`src/sac_map.svh`:
```
`ifndef SAC_MAP_SVH
`define SAC_MAP_SVH
// Functional notes
// - result sits in bytes two and three, two zeros before, six after
// - unipolar gives straight binary, bipolar gives two's complement
// - serial output changes on falling shift edges, msb first
// - clock-mode bit picks conversion clock; shift clock always moves data
// - external mode: strobe high two shift periods after last control bit
// - external mode: one decision per clock on next eight falls, then zeros
// - external mode: select high floats outputs; strobe low after select falls
// - internal mode: strobe low at start, high at end, about 25us
// - internal mode: result held; msb on second fall after strobe rises
// - internal mode: select high blocks input, floats output, strobe driven
// - select fall starts nothing; first one bit is the control msb
// - conversion begins on the fall after the eighth control bit
// - start accepted when idle or after msb of running conversion shown
// - select toggled mid-conversion: next start bit aborts and restarts
// - back-to-back external conversions need at least ten shift clocks
// - power-on: internal mode, strobe high, zeros out until a conversion
// - control byte: start, channel 6-4, polarity, input config, power, mode
// - clock-mode bit one is external clock, zero is internal clock
// - with select low each rising shift edge captures one input bit

// register offsets
`define SAC_LEVEL_OFF 12'h000
`define SAC_STATUS_OFF 12'h004
// field positions
`define SAC_LEVEL_LSB 0
`define SAC_RES_LSB 0
`define SAC_BUSY_BIT 8
`define SAC_EXT_BIT 9
`define SAC_CTLB_LSB 16
// reset values
`define SAC_LEVEL_RST 8'h80
`define SAC_CTL_RST 8'h00
// timing
`define SAC_CLK_NS 5
`define SAC_INT_CONV_NS 25000
`define SAC_CTL_BITS 4'h8
`define SAC_RES_BITS 8
`endif

```
`src/sac_pkg.sv`:
```
package sac_pkg;

    typedef enum logic [1:0] {st_idle, st_ext, st_int} sac_state_t;

    typedef struct packed {
        logic start;
        logic [2:0] channel;
        logic unipolar;
        logic single_ended;
        logic power_bit;
        logic clock_mode_bit;
    } sac_ctl_t;

    typedef struct packed {
        logic [7:0] ctl;
        logic ext;
        logic busy;
        logic [7:0] result;
    } sac_status_t;

endpackage : sac_pkg

```
`src/sac_serial_adc.sv`:
```
// The placing of the registers and register access over APB were decided locally.
`timescale 1ns/1ps
`default_nettype none
`include "sac_map.svh"

module sac_serial_adc
    import sac_pkg::*;
#(
    parameter int CONV_CYCLES = `SAC_INT_CONV_NS / `SAC_CLK_NS
)
(
    // clock and reset
    input wire logic ref_clk,
    input wire logic reset_n,
    // apb slave
    input wire logic [11:0] paddr,
    input wire logic psel,
    input wire logic penable,
    input wire logic pwrite,
    input wire logic [31:0] pwdata,
    output logic pready,
    output logic [31:0] prdata,
    output logic pslverr,
    // serial link pins
    input wire logic select_n,
    input wire logic shift_clk,
    input wire logic serial_in,
    input wire logic shutdown_n,
    output logic serial_out,
    output logic serial_out_oe,
    output logic conversion_strobe,
    output logic strobe_oe
);

    localparam int STEP = CONV_CYCLES / `SAC_RES_BITS;
    localparam int SW = $clog2(STEP + 1);
    localparam int INT_LAST = STEP * `SAC_RES_BITS - 1;

    generate
        if (CONV_CYCLES < `SAC_RES_BITS)
        begin : g_chk
            $error("CONV_CYCLES must cover eight decisions");
        end
    endgenerate

    // ****************************************
    // reset release
    // ****************************************
    logic rst_q1;
    logic rst_n;

    always_ff @(posedge ref_clk or negedge reset_n)
    begin
        if (!reset_n)
        begin
            rst_q1 <= 1'b0;
            rst_n <= 1'b0;
        end
        else
        begin
            rst_q1 <= 1'b1;
            rst_n <= rst_q1;
        end
    end

    // ****************************************
    // pin synchronisers
    // ****************************************
    // pins are async to ref_clk; edges are found past the second stage
    logic [3:0] pin_m;
    logic [3:0] pin_s;
    logic sclk_d;
    logic sel_d;
    logic sclk_s;
    logic sel_s;
    logic din_s;
    logic shutdown_n_s;
    logic sclk_rise;
    logic sclk_fall;
    logic sel_rise;
    logic sel_fall;

    always_ff @(posedge ref_clk or negedge rst_n)
    begin
        if (!rst_n)
        begin
            // idle pin levels, so no false shift or select edge follows reset
            pin_m <= 4'ha;
            pin_s <= 4'ha;
            sclk_d <= 1'b0;
            sel_d <= 1'b1;
        end
        else
        begin
            pin_m <= {shutdown_n, serial_in, select_n, shift_clk};
            pin_s <= pin_m;
            sclk_d <= pin_s[0];
            sel_d <= pin_s[1];
        end
    end

    assign sclk_s = pin_s[0];
    assign sel_s = pin_s[1];
    assign din_s = pin_s[2];
    assign shutdown_n_s = pin_s[3];
    assign sclk_rise = sclk_s & ~sclk_d;
    assign sclk_fall = ~sclk_s & sclk_d;
    assign sel_rise = sel_s & ~sel_d;
    assign sel_fall = ~sel_s & sel_d;

    // ****************************************
    // apb registers
    // ****************************************
    logic [7:0] level;
    logic [7:0] result;
    sac_ctl_t ctl;
    sac_state_t state;
    sac_status_t status;
    logic hit;

    assign status = '{ctl: ctl, ext: ctl.clock_mode_bit,
                      busy: state != st_idle, result: result};

    always_comb
    begin
        hit = 1'b0;
        if (paddr == `SAC_LEVEL_OFF)
        begin
            hit = 1'b1;
        end
        else if (paddr == `SAC_STATUS_OFF)
        begin
            hit = 1'b1;
        end
    end

    assign pready = psel & penable;
    assign pslverr = psel & penable & ~hit;

    // level stands in for the held analog input
    always_ff @(posedge ref_clk or negedge rst_n)
    begin
        if (!rst_n)
        begin
            level <= `SAC_LEVEL_RST;
        end
        else if (psel && penable && pwrite && paddr == `SAC_LEVEL_OFF)
        begin
            level <= pwdata[`SAC_LEVEL_LSB +: 8];
        end
    end

    // read data is staged in the setup cycle so access needs no wait
    always_ff @(posedge ref_clk or negedge rst_n)
    begin
        if (!rst_n)
        begin
            prdata <= 32'h0000_0000;
        end
        else if (psel && !penable)
        begin
            if (pwrite)
            begin
                prdata <= 32'h0000_0000;
            end
            else if (paddr == `SAC_LEVEL_OFF)
            begin
                prdata <= {24'h00_0000, level};
            end
            else if (paddr == `SAC_STATUS_OFF)
            begin
                prdata <= {8'h00, status.ctl, 6'h00, status.ext,
                           status.busy, status.result};
            end
            else
            begin
                prdata <= 32'h0000_0000;
            end
        end
    end

    // ****************************************
    // control byte capture
    // ****************************************
    logic [3:0] rx_cnt;
    logic [7:0] rx_sh;
    logic msb_shown;
    logic sel_tog;
    logic start_ok;
    logic launch;

    assign start_ok = (state == st_idle) | msb_shown | sel_tog;
    assign launch = sclk_fall & (rx_cnt == `SAC_CTL_BITS) & shutdown_n_s;

    always_ff @(posedge ref_clk or negedge rst_n)
    begin
        if (!rst_n)
        begin
            rx_cnt <= 4'h0;
            rx_sh <= 8'h00;
        end
        else if (sel_s || !shutdown_n_s || launch)
        begin
            rx_cnt <= 4'h0;
        end
        else if (sclk_rise && rx_cnt == 4'h0)
        begin
            if (din_s && start_ok)
            begin
                rx_sh <= 8'h01;
                rx_cnt <= 4'h1;
            end
        end
        else if (sclk_rise && rx_cnt < `SAC_CTL_BITS)
        begin
            rx_sh <= {rx_sh[6:0], din_s};
            rx_cnt <= rx_cnt + 4'h1;
        end
    end

    // a toggle of select lets the next start bit restart the converter
    always_ff @(posedge ref_clk or negedge rst_n)
    begin
        if (!rst_n)
        begin
            sel_tog <= 1'b0;
        end
        else if (sel_rise)
        begin
            sel_tog <= 1'b1;
        end
        else if (launch)
        begin
            sel_tog <= 1'b0;
        end
    end

    // ****************************************
    // successive approximation
    // ****************************************
    logic [7:0] sample;
    logic [7:0] sar;
    logic [7:0] mask;
    logic [7:0] trial;
    logic [7:0] next_sar;
    logic [7:0] coded;
    logic keep;
    logic decide;
    logic ext_wait;
    logic [SW-1:0] step_cnt;
    logic [7:0] out_sh;
    logic out_skip;
    logic done;

    assign trial = sar | mask;
    assign keep = sample >= trial;
    assign next_sar = keep ? trial : sar;
    assign coded = {next_sar[7] ^ ~ctl.unipolar, next_sar[6:0]};
    assign done = decide & mask[0];

    always_comb
    begin
        decide = 1'b0;
        case (state)
            st_ext:
                decide = sclk_fall & ~ext_wait;
            st_int:
                decide = step_cnt == SW'(STEP - 1);
            default:
                decide = 1'b0;
        endcase
    end

    // state and decision registers
    always_ff @(posedge ref_clk or negedge rst_n)
    begin
        if (!rst_n)
        begin
            state <= st_idle;
            ctl <= `SAC_CTL_RST;
            sample <= 8'h00;
            sar <= 8'h00;
            mask <= 8'h80;
            ext_wait <= 1'b0;
            step_cnt <= '0;
            result <= 8'h00;
        end
        else if (!shutdown_n_s)
        begin
            state <= st_idle;
        end
        else if (launch)
        begin
            ctl <= rx_sh;
            sample <= level;
            sar <= 8'h00;
            mask <= 8'h80;
            ext_wait <= 1'b1;
            step_cnt <= '0;
            state <= rx_sh[0] ? st_ext : st_int;
        end
        else
        begin
            if (state == st_ext && sclk_fall)
            begin
                ext_wait <= 1'b0;
            end
            if (state == st_int)
            begin
                step_cnt <= decide ? '0 : step_cnt + SW'(1);
            end
            if (decide)
            begin
                sar <= next_sar;
                mask <= {1'b0, mask[7:1]};
            end
            if (done)
            begin
                result <= coded;
                state <= st_idle;
            end
        end
    end

    // ****************************************
    // strobe
    // ****************************************
    always_ff @(posedge ref_clk or negedge rst_n)
    begin
        if (!rst_n)
        begin
            conversion_strobe <= 1'b1;
        end
        else if (launch)
        begin
            conversion_strobe <= rx_sh[0];
        end
        else if (state == st_ext && decide && mask[7])
        begin
            conversion_strobe <= 1'b0;
        end
        else if (state == st_int && done)
        begin
            conversion_strobe <= 1'b1;
        end
        else if (ctl.clock_mode_bit && sel_fall)
        begin
            conversion_strobe <= 1'b0;
        end
    end

    // ****************************************
    // serial output
    // ****************************************
    // only the shift clock moves bits, so a slow host never misses one
    always_ff @(posedge ref_clk or negedge rst_n)
    begin
        if (!rst_n)
        begin
            serial_out <= 1'b0;
            out_sh <= 8'h00;
            out_skip <= 1'b0;
            msb_shown <= 1'b0;
        end
        else if (launch)
        begin
            out_sh <= 8'h00;
            msb_shown <= 1'b0;
            serial_out <= 1'b0;
        end
        else if (state == st_int && done)
        begin
            out_sh <= coded;
            out_skip <= 1'b1;
        end
        else if (state == st_ext && decide)
        begin
            serial_out <= keep ^ (mask[7] & ~ctl.unipolar);
            msb_shown <= 1'b1;
        end
        else if (sclk_fall && !sel_s && state == st_idle)
        begin
            if (out_skip)
            begin
                out_skip <= 1'b0;
                serial_out <= 1'b0;
            end
            else
            begin
                serial_out <= out_sh[7];
                out_sh <= {out_sh[6:0], 1'b0};
            end
        end
        else if (sclk_fall)
        begin
            serial_out <= 1'b0;
        end
    end

    assign serial_out_oe = ~sel_s;
    assign strobe_oe = ctl.clock_mode_bit ? ~sel_s : 1'b1;

    // ****************************************
    // checks
    // ****************************************
    logic [SW+3:0] int_age;

    always_ff @(posedge ref_clk or negedge rst_n)
    begin
        if (!rst_n)
        begin
            int_age <= '0;
        end
        else
        begin
            int_age <= (state == st_int && !launch) ? int_age + 1'b1 : '0;
        end
    end

    a_strobe_ext_high: assert property (@(posedge ref_clk) disable iff (!rst_n)
        launch && rx_sh[0] |=> conversion_strobe && state == st_ext)
        else $error("external strobe not raised at launch");

    a_strobe_int_low: assert property (@(posedge ref_clk) disable iff (!rst_n)
        launch && !rx_sh[0] |=> !conversion_strobe && state == st_int)
        else $error("internal strobe not lowered at launch");

    a_int_conv_time: assert property (@(posedge ref_clk) disable iff (!rst_n)
        state == st_int && done |-> int_age == INT_LAST)
        else $error("internal conversion length wrong");

    a_dout_on_fall: assert property (@(posedge ref_clk) disable iff (!rst_n)
        $changed(serial_out) |-> $past(sclk_fall))
        else $error("serial output moved off a falling edge");

    a_select_float: assert property (@(posedge ref_clk) disable iff (!rst_n)
        sel_s |-> !serial_out_oe && (strobe_oe == !ctl.clock_mode_bit))
        else $error("outputs not floated with select high");

    a_input_blocked: assert property (@(posedge ref_clk) disable iff (!rst_n)
        sel_s ##1 sel_s |-> rx_cnt == 4'h0)
        else $error("input taken while select high");

    a_start_bit_one: assert property (@(posedge ref_clk) disable iff (!rst_n)
        rx_cnt == 4'h1 && $past(rx_cnt) == 4'h0 |-> $past(din_s) && $past(sclk_rise))
        else $error("start taken without a one bit");

    a_launch_byte: assert property (@(posedge ref_clk) disable iff (!rst_n)
        launch |=> ctl == $past(rx_sh) && rx_cnt == 4'h0 && sample == $past(level))
        else $error("control byte not taken at launch");

    a_ext_msb_delay: assert property (@(posedge ref_clk) disable iff (!rst_n)
        state == st_ext && decide && mask[7] |=> !conversion_strobe && msb_shown)
        else $error("strobe not dropped when the msb went out");

    a_shutdown_idle: assert property (@(posedge ref_clk) disable iff (!rst_n)
        !shutdown_n_s |=> state == st_idle && rx_cnt == 4'h0)
        else $error("shutdown did not stop the converter");

endmodule : sac_serial_adc

`default_nettype wire

```
`config.mk`:
```
export PLATFORM = sky130hd
export DESIGN_NAME = sac_serial_adc
export DESIGN_NICKNAME = d
export VERILOG_FILES = /design/src/sac_pkg.sv /design/src/sac_serial_adc.sv
export VERILOG_INCLUDE_DIRS = /design/src
export SDC_FILE = /design/constraint.sdc
export NUM_CORES = 1
export LEC_CHECK = 0
export ABC_AREA = 0
export BUFFER_PORTS_ARGS = -buffer_cell sky130_fd_sc_hd__buf_2
export CAP_MARGIN = 5
export CORE_MARGIN = 10
export CORE_UTILIZATION = 50
export CTS_CLUSTER_SIZE = 16
export DETAILED_ROUTE_END_ITERATION = 12
export PLACE_DENSITY = 0.84
export SYNTH_ARGS = -nofsm -noshare
export SYNTH_HDL_FRONTEND = slang
export SYNTH_SLANG_ARGS = --single-unit
export TNS_END_PERCENT = 5
```
`constraint.sdc`:
```
create_clock -name ref_clk -period 4.8 [get_ports ref_clk]
set_input_delay 0.72 -clock ref_clk [delete_from_list [all_inputs] [get_ports ref_clk]]
set_output_delay 0.72 -clock ref_clk [all_outputs]
set_load 0.005 [all_outputs]
```
=== Word-level counts from Yosys, hierarchy flattened ===
Index checks and enable logic that the tools add are counted.
W data, S select, Z words.

* Flip-flop bits (word level): 130
* Input port bits: 53
* Output and inout bits: 38
* Word-level logic and storage cells: 166

* Add/sub/neg operators: 2
* $lt $le $gt $ge: 2
* Equal/unequal tests: 12
* Mux-type cells: 51
* Bitwise operators: 25
* Reduce and logical (&&, ||, !) cells: 45

{| class="wikitable"
|+ Operators by type and width
! cell !! number
|-
| $mux W8 || 13
|-
| $mux W24 || 3
|-
| $mux W10 || 3
|-
| $mux W1 || 23
|-
| $mux W4 || 4
|-
| $reduce_bool A2 Y1 || 8
|-
| $logic_and A1 B1 Y1 || 14
|-
| $reduce_and A2 Y1 || 7
|-
| $eq A12 B3 Y1 const B || 1
|-
| $logic_not A12 Y1 || 1
|-
| $reduce_and A3 Y1 || 4
|-
| $and A1 B1 Y1 || 11
|-
| $add A10 B1 Y10 const B || 1
|-
| $eq A10 B10 Y1 const B || 1
|-
| $ne A3 B2 Y1 const B || 3
|-
| $not A1 Y1 || 9
|-
| $ge A8 B8 Y1 || 1
|-
| $mux W2 || 4
|-
| $or A8 B8 Y8 || 1
|-
| $reduce_bool A4 Y1 || 2
|-
| $reduce_bool A3 Y1 || 2
|-
| $add A4 B1 Y4 const B || 1
|-
| $eq A4 B4 Y1 const B || 1
|-
| $logic_not A4 Y1 || 1
|-
| 12 further kinds || 18
|}

=== Longest topological paths before layout ===
Gate-level depths: netlist of run 1.

* Depth after elaboration: 9
* Depth in mapped cells: 11
* Depth with buffers taken out: 8

=== Least setup slack after synthesis of run 1 ===
No wires, ideal clock.

* Path kind: reg-to-reg
* From: register mask[0]
* To: register out_sh[3]
* Setup time: 0.129 ns
* Arrival: 2.381 ns
* Data required time: 4.671 ns
* Path slack: 2.290 ns
* Stages on the path, launching flop included: 12
* Path buffers: 3
* Clock period less this slack: 2.510 ns
* Cell sequence: dfrtp_1 > clkbuf_1 > or2_2 > ha_1 > nand2b_1 > a221oi_1 > nor3_1 > or3_1 > buf_2 > buf_2 > a21oi_2 > o22ai_1

* Word-level cells in the longest chain between the ends: 5
* Elaborated cells between the ends (all ways): 11
* Those cells by class: order compare (1); eq/ne (2); mux (3); bitwise (2); reduce/logical (3)

{| class="wikitable"
|+ RTL lines
! element !! line !! text
|-
| from (decl) || sac_serial_adc.sv:243 || <nowiki>logic [7:0] mask;</nowiki>
|-
| from (signal assigned) || sac_serial_adc.sv:315 || <nowiki>mask <= {1'b0, mask[7:1]};</nowiki>
|-
| $or A8 B8 Y8 || sac_serial_adc.sv:255 || <nowiki>assign trial = sar | mask;</nowiki>
|-
| $ge A8 B8 Y1 || sac_serial_adc.sv:256 || <nowiki>assign keep = sample >= trial;</nowiki>
|-
| $mux W8 || sac_serial_adc.sv:257 || <nowiki>assign next_sar = keep ? trial : sar;</nowiki>
|-
| $mux W8 || sac_serial_adc.sv:371 || <nowiki>else if (state == st_int && done)</nowiki>
|-
| $mux W8 || sac_serial_adc.sv:365 || <nowiki>else if (launch)</nowiki>
|-
| to (signal assigned) || sac_serial_adc.sv:373 || <nowiki>out_sh <= coded;</nowiki>
|-
| to (signal assigned) || sac_serial_adc.sv:391 || <nowiki>out_sh <= {out_sh[6:0], 1'b0};</nowiki>
|-
| to (decl) || sac_serial_adc.sv:251 || <nowiki>logic [7:0] out_sh;</nowiki>
|}

Parallel ways exist; a longest one is shown, timed or not.
A chain may end at the register's enable or synchronous reset.

=== Worst setup path after layout of run 1 ===
* From: register mask[0]
* To: register result[2]

* Word-level cells in the longest chain between the ends: 3
* Elaborated cells between the ends (all ways): 5
* Those cells by class: order compare (1); mux (1); bitwise (2); reduce/logical (1)

{| class="wikitable"
|+ RTL lines
! element !! line !! text
|-
| $or A8 B8 Y8 || sac_serial_adc.sv:255 ||
|-
| $ge A8 B8 Y1 || sac_serial_adc.sv:256 ||
|-
| $mux W8 || sac_serial_adc.sv:257 ||
|-
| to (signal assigned) || sac_serial_adc.sv:319 || <nowiki>result <= coded;</nowiki>
|-
| to (decl) || sac_serial_adc.sv:115 || <nowiki>logic [7:0] result;</nowiki>
|}

Parallel ways exist; a longest one is shown, timed or not.

==> implementation parameters, run 1 <==
Parameter                              Value

Outcome
  Outcome    finished, final reports clean

STA
  Max-slew violation count    0
  Worst clock skew on the final layout    0.00782 ns
  Final period util    roughly three fifths
  Worst Tran Pin Value    0.723 ns
  Relative slew margins    51.8%
  Aggregate negative setup slack    0 ns
  Final min period    2.96 ns
  Total setup violations reported at the end of the flow    0
  Maximum clock frequency    about 340 MHz
  Final Hold Violating Endpoints    0
  RSZ-0062 raised after global routing    false

Logic synthesis
  Post-synth EDFFs    0
  FFs w/ async S/R, synth    100%
  Synthesis warning total    0
  Post-Syn Instances    517
  Cell area after synthesis    5270 µm²
  Avg Synthesized Cell Area    10.2 µm²
  Ys flop type    sky130_fd_sc_hd__dfrtp_1
  Seq cells post-synth    ~120
  Sequential fraction of the synthesis area    between 50% and 60%
  Number of unique standard cell types used by synthesis    61

Route
  First drt pass iteration count    5
  Wire length on met3    893 µm
  Routed wire length on met2    roughly 6000 µm
  Initial DRC count    321
  Residual DRC    0
  Met1 routed wirelength after detailed routing    4930 µm
  Overall routed net length    12100 µm
  Number of vias per cell after detailed routing    5.61
  Via Count    4018
  Routed wirelength normalized by instance count    16.8 µm
  Post-DRT Antenna Nets    0
  Highest routed layer    met4

Critical path
  Cell breakdown of the critical path    or2_2, ha_1, nand2b_1, a221oi_1, nor3_1, or3_1, a21oi_1, o21ai_0
  Buffer and inverter count on the worst path    0
  Arrival time of data at the critical path endpoint    3.34 ns
  Slowest stage cell, crit path    sky130_fd_sc_hd__or3_1
  Biggest cell delay along the critical path    0.58 ns
  Slack of the worst reg-to-reg path    approximately 1.8 ns
  Capturing point of the worst reg2reg path    result[2]
  Crit path max fanout    16
  Critical path endpoint category    flip-flop
  Critical register-to-register path startpoint    mask[0]
  Crit-path leading delay family    simple AND/OR/NAND/NOR gates
  Worst Setup Start Kind    flip-flop
  Data required time at the worst endpoint    5.17 ns
  WS Path Type    reg -> reg
  Reg2Reg Depth    8

Worst hold path
  Endpoint, Worst Hold    pin_m[1]
  Source of the worst hold timing path    select_n
  Hold Crit Depth    1
  Worst Hold Class    in -> reg

Cells and area
  Fill cell total of the finished layout    838
  Layout-stage area growth over the synthesis result    16.7%
  Cell area after layout    6150 µm²
  Most common cell after layout, fill and taps aside    sky130_fd_sc_hd__nand2_1
  Layout cell share with drive strength beyond 1    20.2%
  Nets@finish    634
  ANT cells    0
  Most frequent cells in the layout    109 x sky130_fd_sc_hd__nand2_1, 106 x sky130_fd_sc_hd__dfrtp_1, 52 x sky130_fd_sc_hd__buf_2, 38 x sky130_fd_sc_hd__nor2_1, 31 x sky130_fd_sc_hd__o21ai_0

Power
  Maximum resistive drop on vdd    around 0.28 mV
  Leakage power total    3.07 nW
  Power density normalized to cell area    378 nW/µm²

Global routing
  Wire length of the first global-routing pass    20600 µm
  Initial antenna violation count    0
  GR Util All Layers    16.9%
  Maximum number of pins on one net before global-route repair    58
  Number of global-route vias before repair    between 4000 and 5000
  Total overflow reported by the global router    0

Placed design
  Count of port buffers added during placement    52
  Sum of net half-perimeters after detailed placement    7920 µm
  Global placer's final weighted congestion    0.865
  Placed instance area    approximately 5500 µm²

CTS
  TritonCTS clock tree    done
  Clock slew at reported path FFs    0.06 ns
  Setup bufs post-CTS    0
  Maximum clock path buffer count    2
  Latest clock arrival within the worst-skew pair    0.52 ns
  Cts-stage hold buffer count    1
  Root buffer cell    sky130_fd_sc_hd__clkbuf_8
  Number of clock buffers inserted by TritonCTS    17
  Maximum level of the CTS H-tree    4
  Post-CTS sizing    0
  Clock sink count    115

Die
  FP Rows    37
  Top Ports    91
  Die Span Y    123 µm
  Initial Util    about half
  Horizontal die dimension    123 µm
  Total core area    10300 µm²
  Die footprint    between 15000 and 20000 µm²

Job
  Max-cap violations    0
-- cell families after synthesis --
family,count (synthesis),share of synthesized area [%]
buffers and inverters,51,5.34
adder cells (fa/ha/maj),14,3.32
multiplexers,17,3.99
flip-flops,115,54.8
XOR/XNOR,9,1.50
other,2,0.142
AND/OR/NAND/NOR,204,18.0
AO/OA/AOI/OAI,105,12.9
-- Yosys cell counts (all sizes together) (2+ instances only) --
| cell type | instances | share of area [%] |
|---|---|---|
| mux2i | 9 | 1.7 |
| conb | 2 | 0.14 |
| nor2b | 2 | 0.24 |
| a31oi | 8 | 0.95 |
| o22ai | 6 | 0.71 |
| nor2 | 38 | 2.7 |
| or3 | 2 | 0.24 |
| ha | 14 | 3.3 |
| dfstp | 8 | 4.0 |
| a22o | 13 | 2.2 |
| a22oi | 8 | 1.1 |
| a21oi | 20 | 2.0 |
| xor2 | 6 | 1.0 |
| nor4b | 2 | 0.45 |
| and3 | 6 | 0.81 |
| o31ai | 3 | 0.43 |
| and2 | 3 | 0.38 |
| mux2 | 8 | 2.3 |
| and3b | 2 | 0.33 |
| nor3 | 4 | 0.38 |
| nand3 | 10 | 1.1 |
| clkbuf | 12 | 0.85 |
| nand4 | 9 | 1.1 |
| nand2b | 5 | 0.74 |
| buf | 25 | 3.5 |
| or2 | 3 | 0.36 |
| nand2 | 109 | 7.8 |
| o21a | 2 | 0.28 |
| o21ai | 33 | 3.1 |
| o211a | 2 | 0.38 |
| xnor2 | 3 | 0.50 |
| and2b | 3 | 0.45 |
| inv | 14 | 1.0 |
| nor4 | 3 | 0.47 |
| dfrtp | 107 | 51 |
-- area by class of cell --
class,instances,area [µm²],share of cell area [%]
Multi-Input combinational cell,364,2150,35.0
Sequential cell,115,2890,47.0
Inverter,14,52.6,0.854
Clock inverter,14,174,2.83
Tap cell,136,170,2.77
Clock buffer,18,428,6.96
Timing Repair Buffer,55,285,4.64
-- power by group --
group | leakage (nW) | total, mW | internal [mW] | switching [mW]
Sequential | 1.51 | 1.00 | 0.983 | 0.0171
Clock | 0.297 | 1.27 | 0.810 | 0.462
Combinational | 1.26 | 0.0513 | 0.0194 | 0.0319
-- stage by stage --
| stage | total power, mW | hold WS, ns | worst slack, ns | instances | utilization [%] |
|---|---|---|---|---|---|
| finish | 2.32 | 0.307 | 1.84 | 716 | 59.9 |
| floorplan | 1.05 | 0.331 | 1.37 | 530 | - |
| CTS | 2.34 | 0.282 | 1.90 | 716 | 59.9 |
| global placement | 1.06 | 0.332 | 1.99 | 683 | 53.9 |
| global route | 2.40 | 0.283 | 1.64 | 716 | 59.9 |
| detailed placement | 1.07 | 0.337 | 1.93 | 683 | 53.9 |
-- metal layers --
layer,vias up,global-route usage [%]
met5,-,0
met1,1976,19.9
li1,1858,-
met4,0,6.11
met2,160,28.5
met3,24,5.42
-- flip-flops by register name, indices dropped and copies added, names as in the netlist --
signal / count
mask: 8
out_sh: 8
sel_d: 1
out_skip: 1
serial_out: 1
result: 8
step_cnt: 10
level: 8
rst_n: 1
prdata: 17
ctl: 8
rx_cnt: 4
sclk_d: 1
ext_wait: 1
sar: 8
sel_tog: 1
msb_shown: 1
rx_sh: 8
rst_q1: 1
sample: 8
pin_s: 4
state: 2
pin_m: 4
conversion_strobe: 1
-- worst max-delay path by stage --
stage / slack, ns / start / cells past startpoint / to
4_1_cts: 1.90 / mask[0] / 8 / result[1]
3_5_place_dp: 1.93 / mask[0] / 8 / result[1]
3_3_place_gp: 1.99 / mask[0] / 8 / out_sh[2]
6_report: 1.84 / mask[0] / 8 / result[2]
5_1_grt: 1.64 / mask[0] / 8 / result[2]
2_1_floorplan: 1.37 / rst_n / 0 / ctl[0]
-- worst reg2reg max path, stage by stage (launching register included) --
cell	delay, ns
sky130_fd_sc_hd__dfrtp_1	0.50
sky130_fd_sc_hd__or2_2	0.35
sky130_fd_sc_hd__ha_1	0.28
sky130_fd_sc_hd__nand2b_1	0.14
sky130_fd_sc_hd__a221oi_1	0.34
sky130_fd_sc_hd__nor3_1	0.12
sky130_fd_sc_hd__or3_1	0.58
sky130_fd_sc_hd__a21oi_1	0.40
sky130_fd_sc_hd__o21ai_0	0.12
(Power assumes the default switching activity.)
==> run 2, diff against run 1 <==
--- a/config.mk
+++ b/config.mk
@@ -6,14 +6,14 @@
 export SDC_FILE = /design/constraint.sdc
 export NUM_CORES = 1
 export LEC_CHECK = 0
-export ABC_AREA = 0
+export ABC_AREA = 1
 export BUFFER_PORTS_ARGS = -buffer_cell sky130_fd_sc_hd__buf_2
 export CAP_MARGIN = 5
 export CORE_MARGIN = 10
 export CORE_UTILIZATION = 50
 export CTS_CLUSTER_SIZE = 16
 export DETAILED_ROUTE_END_ITERATION = 12
-export PLACE_DENSITY = 0.84
+export PLACE_DENSITY = 0.87
 export SYNTH_ARGS = -nofsm -noshare
 export SYNTH_HDL_FRONTEND = slang
 export SYNTH_SLANG_ARGS = --single-unit
==> constraint.sdc (replaced) <==
create_clock -name ref_clk -period 2.4 [get_ports ref_clk]
set_input_delay 0.36 -clock ref_clk [delete_from_list [all_inputs] [get_ports ref_clk]]
set_output_delay 0.36 -clock ref_clk [all_outputs]
set_load 0.005 [all_outputs]
==> implementation parameters, run 2 <==
Parameter                              Value

Logic synthesis
  Synthesis warning total    0 (unchanged)
  Post-synth top cells    107 x sky130_fd_sc_hd__dfrtp_1, 106 x sky130_fd_sc_hd__nand2_1, 91 x sky130_fd_sc_hd__inv_1, 81 x sky130_fd_sc_hd__o21ai_0, 33 x sky130_fd_sc_hd__nand3_1
  FFs w/ async S/R, synth    100% (unchanged)
  Avg Synthesized Cell Area    9.04 µm² (-11%)
  Proportion of netlist area held by the largest area contributor    49.3% (-1.5 points)
  Library cell with the largest summed area after synthesis    sky130_fd_sc_hd__dfrtp_1
  Ys flop type    sky130_fd_sc_hd__dfrtp_1
  Seq cells post-synth    115 (unchanged)
  Post-Syn Instances    600 (+16%)
  Number of unique standard cell types used by synthesis    41 (-33%)
  Sequential fraction of the synthesis area    53.2% (-1.6 points)
  Post-synth EDFFs    0 (unchanged)
  Cell area after synthesis    5430 µm² (+2.9%)
  Area contributors post-synth    sky130_fd_sc_hd__dfrtp_1 49%, sky130_fd_sc_hd__o21ai_0 7.5%, sky130_fd_sc_hd__nand2_1 7.3%, sky130_fd_sc_hd__inv_1 6.3%, sky130_fd_sc_hd__dfstp_2 3.9%
  Most repeated cell in the gate-level netlist after synthesis    sky130_fd_sc_hd__dfrtp_1

CTS
  TritonCTS clock tree    done
  Maximum clock path buffer count    2 (unchanged)
  Latest clock arrival within the worst-skew pair    0.52 ns (about the same)
  Clock sink count    115 (unchanged)
  Setup bufs post-CTS    0 (unchanged)
  Root buffer cell    sky130_fd_sc_hd__clkbuf_8
  Maximum level of the CTS H-tree    4 (unchanged)
  Clock slew at reported path FFs    0.06 ns (about the same)
  Number of clock buffers inserted by TritonCTS    17 (unchanged)

Placed design
  Global placer's final weighted congestion    0.837 (-3.3%)
  Dpl cells    778 (+14%)
  Count of port buffers added during placement    52 (unchanged)
  Sum of net half-perimeters after detailed placement    8580 µm (+8.2%)

STA
  RSZ-0062 raised after global routing    false
  Worst clock skew on the final layout    0.00768 ns (-0.000137 ns)
  Max-slew violation count    0 (unchanged)
  Maximum clock frequency    476 MHz (+41%)
  Total setup violations reported at the end of the flow    0 (unchanged)
  Final Hold Violating Endpoints    0 (unchanged)
  Aggregate negative setup slack    0 ns (unchanged)
  Worst Tran Pin Value    0.597 ns (-0.125 ns)
  Final min period    2.10 ns (-0.862 ns)
  Relative slew margins    60.0% (+8.2 points)
  Final period util    87.5% (+26 points)

Die
  Die Span Y    124 µm (+1.2%)
  Total core area    10500 µm² (+1.8%)
  Horizontal die dimension    124 µm (+1.2%)
  FP Rows    37 (unchanged)
  Top Ports    91 (unchanged)
  Initial Util    51.9% (+0.58 points)
  Die footprint    15400 µm² (+2.5%)

Worst hold path
  Worst Hold Class    in -> reg

Global routing
  Number of global-route vias before repair    4557 (+9.6%)
  Wire length of the first global-routing pass    21600 µm (+4.9%)
  Total overflow reported by the global router    0 (unchanged)
  GR Util All Layers    17.5% (+0.55 points)
  Maximum number of pins on one net before global-route repair    40 (-31%)
  Initial antenna violation count    0 (unchanged)

Critical path
  Crit path max fanout    6 (-10)
  Critical path endpoint category    flip-flop
  Arrival time of data at the critical path endpoint    2.49 ns (-0.85 ns)
  Worst Setup Start Kind    flip-flop
  WS Path Type    reg -> reg
  Data required time at the worst endpoint    2.80 ns (-2.37 ns)

Cells and area
  Most frequent cells in the layout    106 x sky130_fd_sc_hd__nand2_1, 106 x sky130_fd_sc_hd__dfrtp_1, 91 x sky130_fd_sc_hd__inv_1, 80 x sky130_fd_sc_hd__o21ai_0, 52 x sky130_fd_sc_hd__buf_2
  Layout cell share with drive strength beyond 1    19.4% (-0.73 points)
  Layout-stage area growth over the synthesis result    19.5%
  Number of cells in the finished layout apart from fillers    815 (+14%)
  Biggest regs    prdata (17), step_cnt (10)
  Largest register by flop count    prdata
  Nets@finish    733 (+16%)
  Flip-flop count of the largest register after layout    17 (unchanged)
  Fill cell total of the finished layout    789 (-5.8%)
  ANT cells    0 (unchanged)

Power
  Maximum resistive drop on vdd    0.611 mV (+120%)
  Power density normalized to cell area    777 nW/µm² (+110%)
  Leakage power total    3.20 nW (+4.0%)

Route
  Residual DRC    0 (unchanged)
  First drt pass iteration count    6 (+1)
  Number of vias per cell after detailed routing    5.41 (-3.7%)
  Routed wirelength normalized by instance count    15.7 µm (-7.0%)
  Initial DRC count    403 (+26%)
  Via Count    4406 (+9.7%)
  Overall routed net length    12800 µm (+5.8%)
  Post-DRT Antenna Nets    0 (unchanged)

Job
  Max-cap violations    0 (unchanged)

Outcome
  Outcome    finished, final reports clean
-- run 2: changes by cell type after synthesis, moves of 9 or more --
cell                      delta
sky130_fd_sc_hd__a22o_1     -13
sky130_fd_sc_hd__inv_1      +77
sky130_fd_sc_hd__mux2i_1     -9
sky130_fd_sc_hd__nand3_1    +25
sky130_fd_sc_hd__nor2_1      -9
sky130_fd_sc_hd__o21ai_0    +50
sky130_fd_sc_hd__o22ai_1    +11
-- run 2: cell type report --
class | count | area (µm²) | share of cell area (%)
flip-flops and latches | 115 | 2890 | 44.6
well taps | 136 | 170 | 2.62
multi-input cells | 372 | 2020 | 31.2
clock inverters | 11 | 198 | 3.05
clock buffers | 21 | 469 | 7.24
repair buffers | 62 | 360 | 5.56
inverters | 98 | 373 | 5.75
-- run 2: layer usage --
| layer | vias up | share of wire (%) | track usage [%] |
|---|---|---|---|
| met5 | - | 0 | 0 |
| met4 | 0 | 1.5 | 5.83 |
| met3 | 22 | 5.9 | 4.93 |
| met2 | 153 | 53 | 30.2 |
| met1 | 2174 | 39 | 20.6 |
| li1 | 2057 | - | - |
-- run 2: power by group --
group	internal (mW)	total [mW]	switching (mW)	leakage (nW)
combinational	0.0642	0.179	0.115	1.39
sequential	2.00	2.04	0.0400	1.49
clock	1.91	2.82	0.910	0.325
-- run 2: critical path: stages (launching register included) --
cell	delay, ns
sky130_fd_sc_hd__dfrtp_1	0.41
sky130_fd_sc_hd__inv_1	0.13
sky130_fd_sc_hd__nand2_1	0.09
sky130_fd_sc_hd__ha_1	0.28
sky130_fd_sc_hd__inv_1	0.05
sky130_fd_sc_hd__nand2_1	0.07
sky130_fd_sc_hd__nand2_1	0.06
sky130_fd_sc_hd__nand3_1	0.06
sky130_fd_sc_hd__nand2_1	0.05
sky130_fd_sc_hd__nand2_1	0.07
sky130_fd_sc_hd__nand2_1	0.09
sky130_fd_sc_hd__nand2_1	0.10
sky130_fd_sc_hd__inv_1	0.19
sky130_fd_sc_hd__nand2_1	0.10
sky130_fd_sc_hd__nand2_1	0.12
sky130_fd_sc_hd__o21ai_0	0.08
-- run 2: final timing paths --
kind / startpoint / endpoint / slack, ns / cells past startpoint
setup / recovery: mask[0] / result[1] / 0.30 / 15
hold / removal: pwdata[7] / level[7] / 0.04 / 3
setup reg to reg: mask[0] / result[1] / 0.30 / 15
hold reg to reg: rst_n / step_cnt[3] / 0.26 / 0
max in group asynchronous: rst_n / level[7] / 1.42 / 1
min in group asynchronous: reset_n / rst_n / 0.14 / 2
-- run 2: what timing repair did --
action,CTS,global route
hold buffers,5,0
resized for setup,0,1
hold endpoints to repair,6,0
setup endpoints to repair,0,1
-- run 2: cell families (layout without fill, tap and decap cells) --
logic type	count (synthesis)	after routing	share of synthesized area [%]
compound gates	136	136	14.2
other cells	2	15	0.138
xor+xnor	4	4	0.646
fa+ha+maj	14	14	3.23
flops	115	115	53.2
buf+inv	126	192	10.4
simple gates	203	203	18.1
-- run 2: stage by stage --
step	util (%)	hold WS (ns)	power (mW)	cell area [µm²]	setup slack (ns)
after floorplan	-	0.0644	2.18	5480	0.486
after global placement	55.1	0.145	2.23	5770	0.361
after detailed placement	55.1	0.147	2.24	5770	0.349
after CTS	62.0	0.0279	5.04	6480	0.270
after global routing	62.0	0.0368	5.16	6480	0.0668
final	62.0	0.0399	5.04	6480	0.301
